**config.mk**
```make
export PLATFORM = sky130hd
export DESIGN_NAME = uart_ext_regs
export DESIGN_NICKNAME = d
export VERILOG_FILES = /design/src/design/uart_bank_pkg.sv /design/src/design/uart_ext_regs.sv /design/src/design/bank_select.sv
export VERILOG_INCLUDE_DIRS = /design/src /design/src/design
export SDC_FILE = /design/constraint.sdc
export NUM_CORES = 1
export LEC_CHECK = 0
export ABC_CLOCK_PERIOD_IN_PS = 7100
export BUFFER_PORTS_ARGS = -buffer_cell sky130_fd_sc_hd__buf_2
export CORE_AREA = 3 3 126 128
export CTS_CLUSTER_DIAMETER = 60
export DETAILED_ROUTE_END_ITERATION = 7
export DIE_AREA = 0 0 129 131
export GPL_ROUTABILITY_DRIVEN = 0
export PLACE_DENSITY = 0.74
export SETUP_SLACK_MARGIN = 0.05
export SLEW_MARGIN = 20
export SYNTH_ARGS = -nofsm -noshare
export SYNTH_HDL_FRONTEND = slang
export SYNTH_SLANG_ARGS = --single-unit
```
**constraint.sdc**
```tcl
create_clock -name clk_in -period 7.1 [get_ports clk_in]
set_input_delay 0.355 -clock clk_in [delete_from_list [all_inputs] [get_ports clk_in]]
set_output_delay 0.355 -clock clk_in [all_outputs]
set_load 0.03 [all_outputs]
```
**src/design/uart_bank_defs.svh**
```systemverilog
// Offsets, field positions, bank codes and reset values of the banked register map
`ifndef UART_BANK_DEFS_SVH
`define UART_BANK_DEFS_SVH

`define OFS_DIV_LOW 3'h0
`define OFS_DIV_HIGH 3'h1
`define OFS_FEATURE 3'h2
`define OFS_LINE 3'h3
`define OFS_MODEM 3'h4
`define OFS_RESUME_ONE 3'h4
`define OFS_RESUME_TWO 3'h5
`define OFS_STOP_ONE 3'h6
`define OFS_THRESHOLD 3'h6
`define OFS_STOP_TWO 3'h7
`define OFS_TRIGGER 3'h7
`define OFS_READY 3'h7

`define LINE_DIVISOR_BANK 8'h80
`define LINE_FEATURE_BANK 8'hbf
`define LINE_BASE_BANK 8'h00

`define FEATURE_ENH_BIT 4
`define MODEM_READY_BIT 2
`define MODEM_LOOP_BIT 4
`define MODEM_EXT_BIT 6
`define MODEM_PRESCALE_BIT 7
`define MODEM_LOCKED_MASK 8'he0
`define READY_USED_MASK 8'h33

`define RESET_BYTE 8'h00
`define RESET_LINE 8'h1d
`endif

```
**src/design/uart_bank_pkg.sv**
```systemverilog
// Types shared by the banked register access logic
package uart_bank_pkg;
  typedef struct packed {
    logic [2:0] addr;
    logic [7:0] data;
    logic wr;
    logic rd;
  } host_access_type;

  typedef struct packed {
    logic [7:0] div_low;
    logic [7:0] div_high;
    logic [7:0] feature;
    logic [7:0] stop_one;
    logic [7:0] stop_two;
    logic [7:0] resume_one;
    logic [7:0] resume_two;
    logic [7:0] threshold;
    logic [7:0] trigger;
    logic prescale_four;
  } bank_config_type;

  typedef enum logic [3:0] {
    BANK_BASE = 4'b0001,
    BANK_DIVISOR = 4'b0010,
    BANK_FEATURE = 4'b0100,
    BANK_EXTENDED = 4'b1000
  } bank_type;
endpackage

```
**src/design/uart_ext_regs.sv**
```systemverilog
// Banked register access for one channel of the dual serial controller
// Behaviour
// - Divisor bank: offset 0 is divisor low
// - Divisor bank: offset 1 is divisor high
// - Feature bank: 6 stop one, 4 resume one
// - Feature bank: 7 stop two, 5 resume two
// - Feature bank: offset 2 is feature register
// - Modem control at 4; bit 6 selects extended
// - Extended write at 6 loads threshold only while enhanced functions are on
// - Extended write at 7 loads trigger levels only while enhanced functions are on
// - Extended read at 7 returns ready status
// - Clearing modem bit 7 selects divide-by-one
// - Setting modem bit 7 selects divide-by-four
// - Line control reads back last written value
// - Decode uses address plus bank bits
// - Enhanced enable clear blocks upper modem bits
// - Ready status needs select, enable, no loop-back
`timescale 1ns/1ps
`include "uart_bank_defs.svh"

module uart_ext_regs (
  input wire logic clk_in,
  input wire logic reset_in,
  input wire logic clk_en_in,
  input wire logic chip_select_in,
  input wire logic [2:0] addr_in,
  input wire logic [7:0] wdata_in,
  input wire logic wr_in,
  input wire logic rd_in,
  input wire logic [7:0] fifo_ready_in,
  output logic [7:0] rdata_out,
  output logic rvalid_out,
  output logic base_wr_out,
  output logic base_rd_out,
  output logic [2:0] base_addr_out,
  output logic [7:0] base_wdata_out,
  output logic [7:0] modem_out,
  output uart_bank_pkg::bank_config_type config_out
);
  import uart_bank_pkg::*;

  host_access_type acc;
  bank_type bank;
  logic [7:0] line_r;
  logic [7:0] modem_r;
  logic [7:0] modem_nxt;
  bank_config_type cfg_r;
  logic enh;
  logic wr_go;
  logic rd_go;
  logic [7:0] rd_nxt;
  logic base_hit;

  assign acc = '{addr: addr_in, data: wdata_in, wr: wr_in, rd: rd_in};
  assign enh = cfg_r.feature[`FEATURE_ENH_BIT];
  assign wr_go = clk_en_in && chip_select_in && acc.wr;
  assign rd_go = clk_en_in && chip_select_in && acc.rd;

  // ----------------------------------------
  // Bank decode
  // ----------------------------------------
  bank_select u_bank (
    .line_in(line_r),
    .ext_in(modem_r[`MODEM_EXT_BIT]),
    .bank_out(bank)
  );

  // ----------------------------------------
  // Line control
  // ----------------------------------------
  // Reachable in every bank, so the host can always leave a bank
  always_ff @(posedge clk_in or posedge reset_in) begin
    if (reset_in) begin
      line_r <= `RESET_LINE;
    end else if (wr_go && acc.addr == `OFS_LINE) begin
      line_r <= acc.data;
    end
  end

  // ----------------------------------------
  // Modem control
  // ----------------------------------------
  // Upper bits hold their value unless enhanced functions are on
  always_comb begin
    modem_nxt = enh ? acc.data
      : ((modem_r & `MODEM_LOCKED_MASK) | (acc.data & ~`MODEM_LOCKED_MASK));
  end

  always_ff @(posedge clk_in or posedge reset_in) begin
    if (reset_in) begin
      modem_r <= `RESET_BYTE;
    end else if (wr_go && acc.addr == `OFS_MODEM && (bank == BANK_BASE || bank == BANK_EXTENDED)) begin
      modem_r <= modem_nxt;
    end
  end

  // ----------------------------------------
  // Banked configuration registers
  // ----------------------------------------
  always_ff @(posedge clk_in or posedge reset_in) begin
    if (reset_in) begin
      cfg_r <= '0;
    end else if (wr_go) begin
      case (bank)
        BANK_DIVISOR: begin
          if (acc.addr == `OFS_DIV_LOW) cfg_r.div_low <= acc.data;
          if (acc.addr == `OFS_DIV_HIGH) cfg_r.div_high <= acc.data;
        end
        BANK_FEATURE: begin
          if (acc.addr == `OFS_FEATURE) cfg_r.feature <= acc.data;
          if (acc.addr == `OFS_STOP_ONE) cfg_r.stop_one <= acc.data;
          if (acc.addr == `OFS_RESUME_ONE) cfg_r.resume_one <= acc.data;
          if (acc.addr == `OFS_STOP_TWO) cfg_r.stop_two <= acc.data;
          if (acc.addr == `OFS_RESUME_TWO) cfg_r.resume_two <= acc.data;
        end
        BANK_EXTENDED: begin
          // Still reached after enhanced functions are turned off, so each write checks them
          if (enh && acc.addr == `OFS_THRESHOLD) cfg_r.threshold <= acc.data;
          if (enh && acc.addr == `OFS_TRIGGER) cfg_r.trigger <= acc.data;
        end
        default: begin
        end
      endcase
    end
  end

  // ----------------------------------------
  // Read mux
  // ----------------------------------------
  always_comb begin
    rd_nxt = `RESET_BYTE;
    base_hit = 1'b0;
    if (acc.addr == `OFS_LINE) begin
      rd_nxt = line_r;
    end else begin
      case (bank)
        BANK_DIVISOR: begin
          if (acc.addr == `OFS_DIV_LOW) rd_nxt = cfg_r.div_low;
          else if (acc.addr == `OFS_DIV_HIGH) rd_nxt = cfg_r.div_high;
          else base_hit = 1'b1;
        end
        BANK_FEATURE: begin
          case (acc.addr)
            `OFS_FEATURE: rd_nxt = cfg_r.feature;
            `OFS_RESUME_ONE: rd_nxt = cfg_r.resume_one;
            `OFS_RESUME_TWO: rd_nxt = cfg_r.resume_two;
            `OFS_STOP_ONE: rd_nxt = cfg_r.stop_one;
            `OFS_STOP_TWO: rd_nxt = cfg_r.stop_two;
            default: base_hit = 1'b1;
          endcase
        end
        BANK_EXTENDED: begin
          if (acc.addr == `OFS_MODEM) rd_nxt = modem_r;
          else if (acc.addr == `OFS_THRESHOLD) rd_nxt = cfg_r.threshold;
          else if (acc.addr == `OFS_READY) begin
            // Ready status wins over trigger levels when its gate is open
            // Gate open only with the ready enable set and loop-back off
            if (!modem_r[`MODEM_READY_BIT] || modem_r[`MODEM_LOOP_BIT]) begin
              rd_nxt = cfg_r.trigger;
            end else begin
              rd_nxt = fifo_ready_in & `READY_USED_MASK;
            end
          end else base_hit = 1'b1;
        end
        default: begin
          if (acc.addr == `OFS_MODEM) rd_nxt = modem_r;
          else base_hit = 1'b1;
        end
      endcase
    end
  end

  // ----------------------------------------
  // Output flops
  // ----------------------------------------
  always_ff @(posedge clk_in or posedge reset_in) begin
    if (reset_in) begin
      rdata_out <= `RESET_BYTE;
      rvalid_out <= 1'b0;
    end else if (clk_en_in) begin
      rvalid_out <= rd_go && !base_hit;
      if (rd_go && !base_hit) rdata_out <= rd_nxt;
    end
  end

  always_ff @(posedge clk_in or posedge reset_in) begin
    if (reset_in) begin
      base_wr_out <= 1'b0;
      base_rd_out <= 1'b0;
      base_addr_out <= 3'h0;
      base_wdata_out <= `RESET_BYTE;
    end else if (clk_en_in) begin
      base_wr_out <= wr_go && base_hit && acc.addr != `OFS_MODEM;
      base_rd_out <= rd_go && base_hit;
      base_addr_out <= acc.addr;
      base_wdata_out <= acc.data;
    end
  end

  always_ff @(posedge clk_in or posedge reset_in) begin
    if (reset_in) begin
      modem_out <= `RESET_BYTE;
      config_out <= '0;
    end else if (clk_en_in) begin
      modem_out <= modem_r;
      config_out <= cfg_r;
      config_out.prescale_four <= enh ? modem_r[`MODEM_PRESCALE_BIT] : config_out.prescale_four;
    end
  end
endmodule // uart_ext_regs

```
**src/design/bank_select.sv**
```systemverilog
// Bank decode from the line control value and the modem control extension bit
`timescale 1ns/1ps
`include "uart_bank_defs.svh"

module bank_select (
  input wire logic [7:0] line_in,
  input wire logic ext_in,
  output uart_bank_pkg::bank_type bank_out
);
  import uart_bank_pkg::*;

  always_comb begin
    if (line_in == `LINE_DIVISOR_BANK) begin
      bank_out = BANK_DIVISOR;
    end else if (line_in == `LINE_FEATURE_BANK) begin
      bank_out = BANK_FEATURE;
    end else if (ext_in) begin
      bank_out = BANK_EXTENDED;
    end else begin
      bank_out = BANK_BASE;
    end
  end
endmodule // bank_select

```
# After elaboration in Yosys (flattened, before gate mapping)
# Index checks and enable logic that the tools add are counted.
# Widths: inputs -> output; s select.
# op_classes
add_sub_neg	0
multipliers	0
n_div	0
n_lt_le_gt_ge	0
eq_ne	14
n_shift	0
n_mux	23
bitwise_logic	1
n_reduce_logical	29
# op_table
cell	n
$mux 8	9
$pmux 8 s5	1
$reduce_and 3->1	9
$pmux 8 s3	1
$eq 8x8->1 const B	2
$eq 3x3->1 const B	4
$logic_and 1x1->1	12
$mux 4	3
$mux 1	8
$or 8x5->8	1
$eq 3x2->1 const B	2
$reduce_or 5->1	1
$eq 4x1->1 const B	1
$eq 4x2->1 const B	1
$eq 4x3->1 const B	1
$eq 4x4->1 const B	1
$reduce_and 2->1	2
$eq 3x1->1 const B	1
$logic_not 3->1	1
$ne 3x3->1 const B	1
$pmux 1 s3	1
$logic_not 1->1	2
$logic_or 1x1->1	2
# totals
regBits	191
latchBits	0
mem_bits_rw	0
mem_bits_ro	0
input_bits	25
wordCells	95
memories	0

# Depth between registers and ports, before layout
# Gate-level depths: netlist (run 1).
# logic_depth
word_depth	9
ltp_mapped	8
mapped_depth_nobuf	5

# By module
# Synthesis (run 1) repeated with hierarchy kept, for this count alone.
# unflattened
cells_unflattened	610
area_unflattened_um2	8381.8
# by_module_without_submodules
mod	n_inst	cells_each	area_each_um2	seq_area_each_um2
uart_ext_regs	1	596	8280.4	4784.6
bank_select	1	14	101.3	0.0

# Least setup slack after synthesis (run 1)
# Ideal clock, no wire load.
# synth_path
path_kind	reg-to-reg
from	reg line_r[4]
to	reg cfg_r[33] (netlist bit)
t_arrival_ps	1866
required_ps	6975
slack_ps	5110
path_stages_with_launch	8
n_path_buf	2
period_less_slack_ps	1990
cell_sequence	dfstp_2 -> nand4b_1 -> or2_1 -> buf_6 -> nor2_4 -> and4_1 -> buf_6 -> mux2_2
# synth_between
elab_chain_len	5
elab_cells_between_ends	6
cone_classes	3 x eq/ne; 2 x mux; 1 x reduce/logical
# synth_lines
item	line	rtl
start, declared	uart_ext_regs.sv:44	logic [7:0] line_r;
start signal, assigned	uart_ext_regs.sv:74	line_r <= `RESET_LINE;
start signal, assigned	uart_ext_regs.sv:76	line_r <= acc.data;
$eq 8x8->1 (no source line)	--	
$mux 4	bank_select.sv:15	end else if (line_in == `LINE_FEATURE_BANK) begin
$mux 4 (*)	bank_select.sv:13	if (line_in == `LINE_DIVISOR_BANK) begin
$eq 4x3->1 (*)	uart_ext_regs.sv:104	case (bank)
$reduce_and 3->1 (no source line) (*)	--	
end, declared	uart_ext_regs.sv:47	bank_config_type cfg_r;
# Mark *: on every way between the ends. The rest lies on a longest branch, timed or not.
# A chain may end at the register's enable or synchronous reset.

# Final worst setup path (run 1)
# layout_path
from	reg line_r[4]
to	reg cfg_r[26] (netlist bit)
# The elaborated chain is that of the path after synthesis.

==> results of run 1 <==
[sequential cells by signal (all words and copies together) (netlist names)]
register	cells
rdata_out	8
base_wr_out	1
cfg_r	72
modem_r	8
base_addr_out	3
rvalid_out	1
line_r	8
modem_out	8
base_wdata_out	8
base_rd_out	1
config_out	73
[cell usage after synthesis (all sizes together)]
cell type  number
nor3b           1
clkbuf         19
o31ai           2
o221a           1
nand2          23
and2b           1
a2111oi         1
and4            1
nor2b           2
o22a            1
a211o           1
and3            7
o211ai          4
a211oi          4
dfstp           4
nand4           5
mux2i          10
and2            8
inv             4
nor2           13
a21oi          13
a22o            2
o221ai          4
buf            23
mux4            1
nor3            1
a22oi           6
o311ai          5
nor4            3
nand2b          4
a32o            1
and3b           1
nor4b           1
nand3          13
a31o            1
mux2          194
a21o            1
a31oi          15
nand3b          1
dfrtp         187
o21ai           3
nand4b          1
or2             2
[cell type report]
cell class	count	area [µm²]
Antenna cell	2	5.005
Clock buffer	20	466.7
Clock inverter	12	86.33
Fill cell	1145	5404
Inverter	4	22.52
Multi-Input combinational cell	358	3332
Sequential cell	191	4785
Tap cell	188	235.2
Timing Repair Buffer	126	640.6
[worst paths after layout]
kind	to	cells after the start	start	slack, ns
worst min-delay path	config_out[3]	2	reset_in	0.05
worst max register to register	cfg_r[26]	4	line_r[4]	4.68
min in group clk_in	cfg_r[56]	2	wdata_in[7]	0.41
worst max-delay path	cfg_r[26]	4	line_r[4]	4.68
worst min register to register	rvalid_out	1	rvalid_out	0.48
max in group asynchronous	cfg_r[12]	3	reset_in	5.52
[where the power goes]
group / internal (mW) / switching (mW)
clock network: 0.475 / 0.409
logic: 0.0954 / 0.190
registers: 1.15 / 0.0436
[routing by layer]
metal  track usage (%)  part of all wire, %  vias up
met5                 0                    0        -
met4             9.512                  2.9        0
met1             33.61                   45     2667
met2             33.72                   45      197
li1                  -                    -     2387
met3             5.935                  6.8       38
[stage by stage]
| stage | power [mW] | instances | worst slack (ns) | util (%) |
|---|---|---|---|---|
| after CTS | 2.375 | 899 | 4.722 | 63.87 |
| after floorplan | 1.407 | 595 | 1.553 | - |
| after global placement | 1.488 | 867 | 4.552 | 60.18 |
| after detailed placement | 1.497 | 867 | 4.446 | 60.18 |
| after global routing | 2.445 | 899 | 4.532 | 63.88 |
| final | 2.360 | 901 | 4.678 | 63.92 |
[worst reg2reg max path, delay by kind of cell (launching register included)]
family	cells	cell delay [ns]
flops	1	0.57
mux	1	0.39
simple gates	3	1.35
[cells by family after synthesis]
group | count (synthesis) | synth area share [%]
multiplexers | 205 | 27.64
flip-flops | 191 | 57.32
AND/OR/NAND/NOR | 88 | 6.596
AO/OA/AOI/OAI | 65 | 5.681
buffers and inverters | 46 | 2.758
==> summary.log, run 1 <==
qor: run_status.outcome finished, final reports clean
qor: timing.period_share 34.11%
qor: finish.final_net_count 723
qor: synthesis.synth.largest_area_cell sky130_fd_sc_hd__dfrtp_1
qor: clock_network.tritoncts done
qor: timing.grt_setup_unrepaired false
qor: setup_path.timing.critical_path.slowest_stage_cell sky130_fd_sc_hd__dfstp_2
qor: timing.finalSetupTns 0 ns
qor: global_routing.antenna_found_initial 0
qor: clock_network.cts_hold_buffers 0
qor: placement.place_area 9012 µm²
qor: synthesis.synth_warnings 0
qor: synthesis.synth.lib_cells_used.distinct 58
qor: finish.commonest_cells_after_routing_fill_and_taps_aside sky130_fd_sc_hd__mux2_2 (194), sky130_fd_sc_hd__dfrtp_1 (187), sky130_fd_sc_hd__buf_2 (122), sky130_fd_sc_hd__nand2_1 (22), sky130_fd_sc_hd__clkbuf_16 (17)
qor: setup_path.crit_required 7.42 ns
qor: clock_network.worst_setup_hold_path_clk_slew 0.07 ns
qor: finish.final_common_cell sky130_fd_sc_hd__mux2_2
qor: timing.final_hold_viol_count 0
qor: global_routing.grt_overflow_total 0
qor: drt.route.final.wire_length 18910 µm
qor: die.die-area 16900 µm²
qor: synthesis.synth_top_cell_area_share 56.06%
qor: global_routing.grtUsageTotal 23.22%
qor: clock_network.postCtsResizedCells 0
qor: synthesis.synthesis.instances 595
qor: clock_network.clock_tree.htree_level_count 4
qor: setup_path.arrival 2.74 ns
qor: drt.drt_iter0_markers 362
qor: clock_network.clock-root-buffer sky130_fd_sc_hd__clkbuf_16
qor: die.design.core.area 14980 µm²
qor: die.floorplan.die.height 131 µm
qor: global_routing.grt_max_degree 115
qor: drt.drc 0
qor: clock_network.worst_skew_pair.late_latency 0.43 ns
qor: timing.transition_time_of_the_tightest_slew_check_pin 0.9544 ns
qor: synthesis.mappedNetlistArea 8347 µm²
qor: synthesis.post_synth.cell_area_avg 14.03 µm²
qor: finish.post-route-cell-area 9573 µm²
qor: pwr.power.static_leakage 4.898 nW
qor: synthesis.synth_area_leaders sky130_fd_sc_hd__dfrtp_1 (56%), sky130_fd_sc_hd__mux2_2 (26%), sky130_fd_sc_hd__dfstp_2 (1.3%), sky130_fd_sc_hd__mux2i_1 (1.2%), sky130_fd_sc_hd__a31oi_1 (1.0%)
qor: timing.timing.max_slew.rel_slack 36.37%
qor: finish.drive_above_1_share 53.31%
qor: job.max-cap-violations 0
qor: synthesis.synth-seq-area-share 57.32%
qor: placement.place_hpwl 13140 µm
qor: timing.timing.fmax 412.9 MHz
qor: die.horiz_die_dim 129 µm
qor: die.ios 128
qor: clock_network.clock_sinks 191
qor: timing.report.final.slew_viol_count 0
qor: clock_network.numCtsBuffers 17
qor: drt.wl_per_cell 20.99 µm
qor: setup_path.timing.critical_path.max_delay_family simple AND/OR/NAND/NOR gates
qor: setup_path.cp_slowest_stage_delay 0.57 ns
qor: timing.hold-worst-slack 0.05070 ns
qor: setup_path.cp-end-kind register
qor: setup_path.crit_path_cell_trace nand4b_1 > nor2_1 > and3_1 > mux2_2
qor: global_routing.wire_length_of_the_first_global_routing_pass 29670 µm
qor: die.placementRows 45
qor: setup_path.worstSetupStartpointType register
qor: setup_path.critical_path.max_fanout 11
qor: synthesis.yosys_register_bits 191
qor: drt.ant_nets 0
qor: synthesis.postSynthNetCount 620
qor: setup_path.timing.setup.critical_path_class register to register
qor: placement.port_buffers 123
qor: drt.vias 5289
qor: hold_path.worst_hold_path_type input pin to asynchronous set/reset pin
qor: pwr.peakVddDrop 160.8 µV
qor: setup_path.cp_num_buf_inv 0
qor: global_routing.via_count_of_the_first_global_routing_pass 5263
qor: drt.drt-vias-per-instance 5.870
qor: clock_network.postCtsSetupBuffers 0
qor: timing.finalSetupViolations 0
qor: die.effective_utilization_at_floorplan 55.73%
qor: finish.area_delta_synth_final 14.69%
qor: pwr.power_density 246.5 nW/µm²
qor: clock_network.cts_buffer_depth 2
qor: timing.clock_skew 0.007364 ns
qor: timing.min_period 2.422 ns
qor: drt.firstDrtPassIters 4
Power figures use the tool's default switching activity.
==> inputs of run 2 (changes only) <==
--- a/config.mk
+++ b/config.mk
@@ -6,7 +6,7 @@
 export SDC_FILE = /design/constraint.sdc
 export NUM_CORES = 1
 export LEC_CHECK = 0
-export ABC_CLOCK_PERIOD_IN_PS = 7100
+export ABC_CLOCK_PERIOD_IN_PS = 2500
 export BUFFER_PORTS_ARGS = -buffer_cell sky130_fd_sc_hd__buf_2
 export CORE_AREA = 3 3 126 128
 export CTS_CLUSTER_DIAMETER = 60
==> constraint.sdc (replaced) <==
create_clock -name clk_in -period 2.5 [get_ports clk_in]
set_input_delay 0.125 -clock clk_in [delete_from_list [all_inputs] [get_ports clk_in]]
set_output_delay 0.125 -clock clk_in [all_outputs]
set_load 0.03 [all_outputs]
==> summary.log, run 2 (synthesized netlist as in run 1, its figures left out) <==
qor: finish.final_common_cell sky130_fd_sc_hd__mux2_2
qor: drt.vias 5396 [+2.0%]
qor: finish.diodes 0 [-2]
qor: timing.finalSetupViolations 0 [unchanged]
qor: clock_network.numCtsBuffers 17 [unchanged]
qor: clock_network.clock_tree.htree_level_count 4 [unchanged]
qor: pwr.power.static_leakage 5.026 nW [+2.6%]
qor: global_routing.grtUsageTotal 24.08% [+0.86 points]
qor: timing.transition_time_of_the_tightest_slew_check_pin 1.014 ns [+0.06002 ns]
qor: timing.timing.fmax 434.9 MHz [+5.3%]
qor: setup_path.crit_required 2.81 ns [-4.61 ns]
qor: timing.clock_skew 0.009950 ns [+0.002587 ns]
qor: drt.firstDrtPassIters 4 [unchanged]
qor: clock_network.tritoncts done
qor: die.horiz_die_dim 129 µm [unchanged]
qor: setup_path.timing.critical_path.slowest_stage_cell sky130_fd_sc_hd__dfstp_2
qor: drt.drt_iter0_markers 346 [-4.4%]
qor: die.ios 128 [unchanged]
qor: placement.port_buffers 123 [unchanged]
qor: finish.drive_above_1_share 53.86% [+0.55 points]
qor: run_status.outcome finished, final reports clean
qor: setup_path.worstSetupStartpointType register
qor: drt.drc 0 [unchanged]
qor: global_routing.antenna_found_initial 0 [unchanged]
qor: timing.period_share 91.99% [+58 points]
qor: hold_path.worst_hold_path_type input pin to register
qor: die.die-area 16900 µm² [unchanged]
qor: setup_path.critical_path.max_fanout 8 [-3]
qor: global_routing.wire_length_of_the_first_global_routing_pass 30870 µm [+4.0%]
qor: die.design.core.area 14980 µm² [unchanged]
qor: pwr.power_density 724.5 nW/µm² [+190%]
qor: drt.drt-vias-per-instance 5.904 [+0.57%]
qor: finish.post-route-cell-area 9792 µm² [+2.3%]
qor: timing.min_period 2.300 ns [-0.1223 ns]
qor: timing.timing.max_slew.rel_slack 32.23% [-4.1 points]
qor: job.max-cap-violations 0 [unchanged]
qor: drt.wl_per_cell 21.49 µm [+2.4%]
qor: timing.hold-worst-slack 0.2108 ns [+0.1601 ns]
qor: timing.finalSetupTns 0 ns [unchanged]
qor: timing.report.final.slew_viol_count 0 [unchanged]
qor: drt.route.final.wire_length 19650 µm [+3.9%]
qor: drt.wl_met3 1209 µm [-5.8%]
qor: placement.place_hpwl 13740 µm [+4.5%]
qor: finish.area_delta_synth_final 17.31%
qor: die.floorplan.die.height 131 µm [unchanged]
qor: timing.grt_setup_unrepaired false
qor: timing.layout_setup_ws 0.2004 ns [-4.478 ns]
qor: hold_path.min_path_cells 2
qor: finish.top_register config_out
qor: setup_path.arrival 2.61 ns [-0.13 ns]
qor: setup_path.ff2ff_path_depth 5 [+1]
qor: die.effective_utilization_at_floorplan 55.73% [unchanged]
qor: placement.place_area 9154 µm² [+1.6%]
qor: timing.final_hold_viol_count 0 [unchanged]
qor: clock_network.worst_setup_hold_path_clk_slew 0.07 ns [about the same]
qor: setup_path.timing.setup.critical_path_class register to register
qor: clock_network.clock-root-buffer sky130_fd_sc_hd__clkbuf_16
qor: pwr.peakVddDrop 445.9 µV [+180%]
qor: global_routing.grt_max_degree 42 [-63%]
qor: global_routing.via_count_of_the_first_global_routing_pass 5553 [+5.5%]
qor: global_routing.grt_overflow_total 0 [unchanged]
qor: clock_network.clock_sinks 191 [unchanged]
qor: finish.final_net_count 738 [+2.1%]
qor: finish.layout_utilization 65.38% [+1.5 points]
qor: die.placementRows 45 [unchanged]
qor: finish.commonest_cells_after_routing_fill_and_taps_aside sky130_fd_sc_hd__mux2_2 (194), sky130_fd_sc_hd__dfrtp_1 (187), sky130_fd_sc_hd__buf_2 (122), sky130_fd_sc_hd__nand2_1 (22), sky130_fd_sc_hd__clkbuf_16 (17)
qor: finish.biggestRegsByFlops config_out x73, cfg_r x72
qor: drt.met1Wirelength 8910 µm [+3.7%]
qor: clock_network.cts_buffer_depth 2 [unchanged]
qor: clock_network.worst_skew_pair.late_latency 0.43 ns [about the same]
qor: finish.largest_register_ff_count 73 [unchanged]
qor: setup_path.cp-end-kind register
qor: placement.placement.setup.worst_slack 0.2628 ns [-4.183 ns]
qor: drt.ant_nets 0 [unchanged]
qor: setup_path.crit_path_cell_trace nand4b_1 > or2_1 > nor2_4 > and4_1 > mux2_2
qor: drt.topRoutingLayerUsed met4
qor: setup_path.cp_slowest_stage_delay 0.57 ns [about the same]
qor: drt.met2_wirelength 9074 µm [+6.9%]
-- run 2: changes by cell type in the layout (fill, tap and decap cells not counted) --
| cell | change |
|---|---|
| sky130_fd_sc_hd__clkbuf_1 | +2 |
| sky130_fd_sc_hd__clkinv_4 | +1 |
| sky130_fd_sc_hd__bufinv_16 | +4 |
| sky130_fd_sc_hd__diode_2 | -2 |
| sky130_fd_sc_hd__inv_8 | -1 |
| sky130_fd_sc_hd__buf_4 | +11 |
| sky130_fd_sc_hd__clkinvlp_4 | -4 |
| sky130_fd_sc_hd__dlygate4sd3_1 | +1 |
| sky130_fd_sc_hd__clkbuf_8 | -2 |
| sky130_fd_sc_hd__buf_12 | +3 |
| sky130_fd_sc_hd__clkinv_2 | -1 |
| sky130_fd_sc_hd__inv_6 | +1 |
-- run 2: layout make-up --
class,instances,area [µm²]
Sequential cell,191,4785
Multi-Input combinational cell,358,3332
Timing Repair Buffer,141,793.3
Clock buffer,20,446.7
Clock inverter,12,181.4
Tap cell,188,235.2
Fill cell,1117,5185
Inverter,4,18.77
-- run 2: power by group --
group          total, mW  switching [mW]  internal (mW)
clock network       2.87            1.16           1.71
registers           3.37           0.116           3.26
logic              0.851           0.561          0.290
-- run 2: worst max-delay path: cells and delay by family, from the launching register on --
kind	cells	cell delay, ns
AND/OR/NAND/NOR	4	1.22
flip-flops	1	0.57
multiplexers	1	0.40
-- run 2: metrics by stage --
step | power [mW] | instances
after floorplan | 3.995 | 595
after global placement | 4.247 | 881
after detailed placement | 4.280 | 881
after CTS | 7.144 | 914
after global routing | 7.339 | 914
final | 7.094 | 914
-- run 2: worst paths after layout --
kind	from	end	slack [ns]
min reg2reg	rvalid_out	rvalid_out	0.48
max in group asynchronous	reset_in	config_out[4]	1.24
min in group asynchronous	reset_in	cfg_r[62]	0.48
max	line_r[4]	cfg_r[33]	0.20
min	clk_en_in	config_out[14]	0.21
max reg2reg	line_r[4]	cfg_r[33]	0.20
-- run 2: per-layer routing --
metal / vias to the layer above / global-route usage (%)
met5: - / 0
met4: 0 / 9.265
met3: 31 / 5.732
met2: 190 / 35.91
met1: 2758 / 34.50
li1: 2417 / -
-- run 2: timing repair --
| action | in CTS | in global routing |
|---|---|---|
| endpoints found under the setup margin | 0 | 0 |
| resized for setup | 0 | 0 |
| endpoints found under the hold margin | 33 | 0 |
| hold buffers | 1 | 0 |
| setup buffers | 0 | 0 |
==> inputs of run 3 (changes only) <==
--- a/config.mk
+++ b/config.mk
@@ -8,12 +8,14 @@
 export LEC_CHECK = 0
 export ABC_CLOCK_PERIOD_IN_PS = 2500
 export BUFFER_PORTS_ARGS = -buffer_cell sky130_fd_sc_hd__buf_2
-export CORE_AREA = 3 3 126 128
+export CELL_PAD_IN_SITES_DETAIL_PLACEMENT = 1
+export CELL_PAD_IN_SITES_GLOBAL_PLACEMENT = 1
+export CORE_AREA = 2 2 137 139
 export CTS_CLUSTER_DIAMETER = 60
 export DETAILED_ROUTE_END_ITERATION = 7
-export DIE_AREA = 0 0 129 131
+export DIE_AREA = 0 0 139 141
 export GPL_ROUTABILITY_DRIVEN = 0
-export PLACE_DENSITY = 0.74
+export PLACE_DENSITY = 0.75
 export SETUP_SLACK_MARGIN = 0.05
 export SLEW_MARGIN = 20
 export SYNTH_ARGS = -nofsm -noshare
==> summary.log, run 3 (synthesized netlist as in run 1, its figures left out) <==
qor: die.placementRows 50 [+11%]
qor: setup_path.crit_required 2.82 ns [about the same]
qor: finish.final_common_cell sky130_fd_sc_hd__mux2_2
qor: finish.biggestRegsByFlops config_out x73, cfg_r x72
qor: clock_network.worst_skew_pair.late_latency 0.44 ns [about the same]
qor: run_status.outcome finished, final reports clean
qor: die.ios 128 [unchanged]
qor: finish.ff_latch_area 4785 µm² [unchanged]
qor: setup_path.cp_slowest_stage_delay 0.57 ns [about the same]
qor: setup_path.critical_path.max_fanout 8 [unchanged]
qor: global_routing.via_count_of_the_first_global_routing_pass 5880 [+5.9%]
qor: finish.instances_no_fill 957 [+4.7%]
qor: finish.final_net_count 734 [-0.54%]
qor: pwr.peakVddDrop 527.1 µV [+18%]
qor: setup_path.timing.critical_path.slowest_stage_cell sky130_fd_sc_hd__dfstp_2
qor: drt.firstDrtPassIters 4 [unchanged]
qor: global_routing.grt_max_degree 122 [+190%]
qor: global_routing.grtUsageTotal 23.01% [-1.1 points]
qor: finish.layout_utilization 53.45% [-12 points]
qor: timing.transition_time_of_the_tightest_slew_check_pin 0.7159 ns [-0.2985 ns]
qor: drt.drt-vias-per-instance 5.631 [-4.6%]
qor: global_routing.wire_length_of_the_first_global_routing_pass 34490 µm [+12%]
qor: timing.timing.fmax 442.1 MHz [+1.7%]
qor: placement.port_buffers 123 [unchanged]
qor: drt.wl_per_cell 22.74 µm [+5.8%]
qor: clock_network.numCtsBuffers 17 [unchanged]
qor: pwr.power.static_leakage 4.980 nW [-0.92%]
qor: drt.vias 5389 [-0.13%]
qor: finish.top_register config_out
qor: timing.hold-worst-slack 0.1399 ns [-0.07091 ns]
qor: drt.ant_nets 0 [unchanged]
qor: setup_path.arrival 2.58 ns [-0.03 ns]
qor: hold_path.worst_hold_path_type input pin to asynchronous set/reset pin
qor: finish.commonest_cells_after_routing_fill_and_taps_aside sky130_fd_sc_hd__mux2_2 (194), sky130_fd_sc_hd__dfrtp_1 (187), sky130_fd_sc_hd__buf_2 (122), sky130_fd_sc_hd__nand2_1 (22), sky130_fd_sc_hd__clkbuf_16 (17)
qor: timing.grt_setup_unrepaired false
qor: finish.fillers 1852 [+66%]
qor: clock_network.worst_setup_hold_path_clk_slew 0.07 ns [about the same]
qor: clock_network.clock-root-buffer sky130_fd_sc_hd__clkbuf_16
qor: die.horiz_die_dim 139 µm [+7.8%]
qor: timing.layout_setup_ws 0.2383 ns [+0.03792 ns]
qor: global_routing.antenna_found_initial 0 [unchanged]
qor: die.effective_utilization_at_floorplan 45.69% [-10 points]
qor: finish.area_delta_synth_final 16.97%
qor: placement.dp.cells 923 [+4.8%]
qor: setup_path.worstSetupStartpointType register
qor: timing.period_share 90.47% [-1.5 points]
qor: finish.largest_register_ff_count 73 [unchanged]
qor: timing.min_period 2.262 ns [-0.03792 ns]
qor: timing.timing.max_slew.rel_slack 51.67% [+19 points]
qor: placement.place_area 9156 µm² [about the same]
qor: setup_path.cp-end-kind register
qor: timing.final_hold_viol_count 0 [unchanged]
qor: placement.place_hpwl 14970 µm [+9.0%]
qor: timing.clock_skew 0.004218 ns [-0.005732 ns]
qor: finish.post-route-cell-area 9763 µm² [-0.29%]
qor: die.design.core.area 18270 µm² [+22%]
qor: drt.drt_iter0_markers 255 [-26%]
qor: clock_network.cts_buffer_depth 2 [unchanged]
qor: clock_network.clock_sinks 191 [unchanged]
qor: global_routing.grt_overflow_total 0 [unchanged]
qor: setup_path.crit_path_cell_trace nand4b_1 > or2_1 > nor2_4 > and4_1 > mux2_2
qor: timing.report.final.slew_viol_count 0 [unchanged]
qor: timing.finalSetupViolations 0 [unchanged]
qor: die.floorplan.die.height 141 µm [+7.6%]
qor: drt.route.final.wire_length 21760 µm [+11%]
qor: finish.area_of_the_multi_input_gates 3332 µm² [unchanged]
qor: die.die-area 19600 µm² [+16%]
qor: setup_path.timing.setup.critical_path_class register to register
qor: clock_network.tritoncts done
qor: placement.placement.setup.worst_slack 0.2896 ns [+0.02680 ns]
qor: job.max-cap-violations 0 [unchanged]
qor: pwr.power_density 715.3 nW/µm² [-1.3%]
qor: drt.drc 0 [unchanged]
qor: finish.drive_above_1_share 53.46% [-0.39 points]
qor: clock_network.clock_tree.htree_level_count 4 [unchanged]
## run 3: worst paths after layout
| path | from | cells past startpoint | end | slack (ns) |
|---|---|---|---|---|
| min reg2reg | rvalid_out | 1 | rvalid_out | 0.49 |
| max reg2reg | line_r[4] | 5 | cfg_r[33] | 0.24 |
| min in group clk_in | wdata_in[7] | 2 | line_r[7] | 0.18 |
| max in group asynchronous | reset_in | 4 | base_wdata_out[7] | 1.47 |
| min | reset_in | 3 | base_wdata_out[1] | 0.14 |
| max | line_r[4] | 5 | cfg_r[33] | 0.24 |
## run 3: cell type report
type / instances / share of cell area (%)
Clock inverter: 8 / 1.051
Antenna cell: 1 / 0.02563
Tap cell: 234 / 2.999
Timing Repair Buffer: 137 / 7.561
Clock buffer: 24 / 5.037
Multi-Input combinational cell: 358 / 34.13
Inverter: 4 / 0.1922
Sequential cell: 191 / 49.01
## run 3: what timing repair did
action	CTS	global route
hold buffers	1	0
setup buffers	0	0
gates resized for setup	0	0
endpoints found under the hold margin	44	0
## run 3: per-stage QoR
step           total power, mW  TNS, ns
3_3_place_gp             4.241        0
4_1_cts                  7.036        0
2_1_floorplan            3.995   -15.74
3_5_place_dp             4.283        0
6_report                 6.984        0
5_1_grt                  7.239        0
## run 3: report_power, final
part           internal (mW)  total, mW  switching [mW]
combinational          0.282      0.845           0.563
clock                   1.58       2.76            1.17
sequential              3.26       3.38           0.124
total                   5.12       6.98            1.86
## run 3: routing by layer
| layer | vias to the layer above | track usage (%) | part of all wire, % |
|---|---|---|---|
| li1 | 2396 | - | - |
| met1 | 2822 | 29.56 | 43 |
| met2 | 138 | 39.28 | 50 |
| met3 | 33 | 4.348 | 4.7 |
| met4 | 0 | 8.240 | 2.1 |
| met5 | - | 0 | 0 |
## run 3: critical path: cells and delay by family (launching register included)
family / cells / cell delay, ns
and+or+nand+nor: 4 / 1.19
DFF: 1 / 0.57
muxes: 1 / 0.39
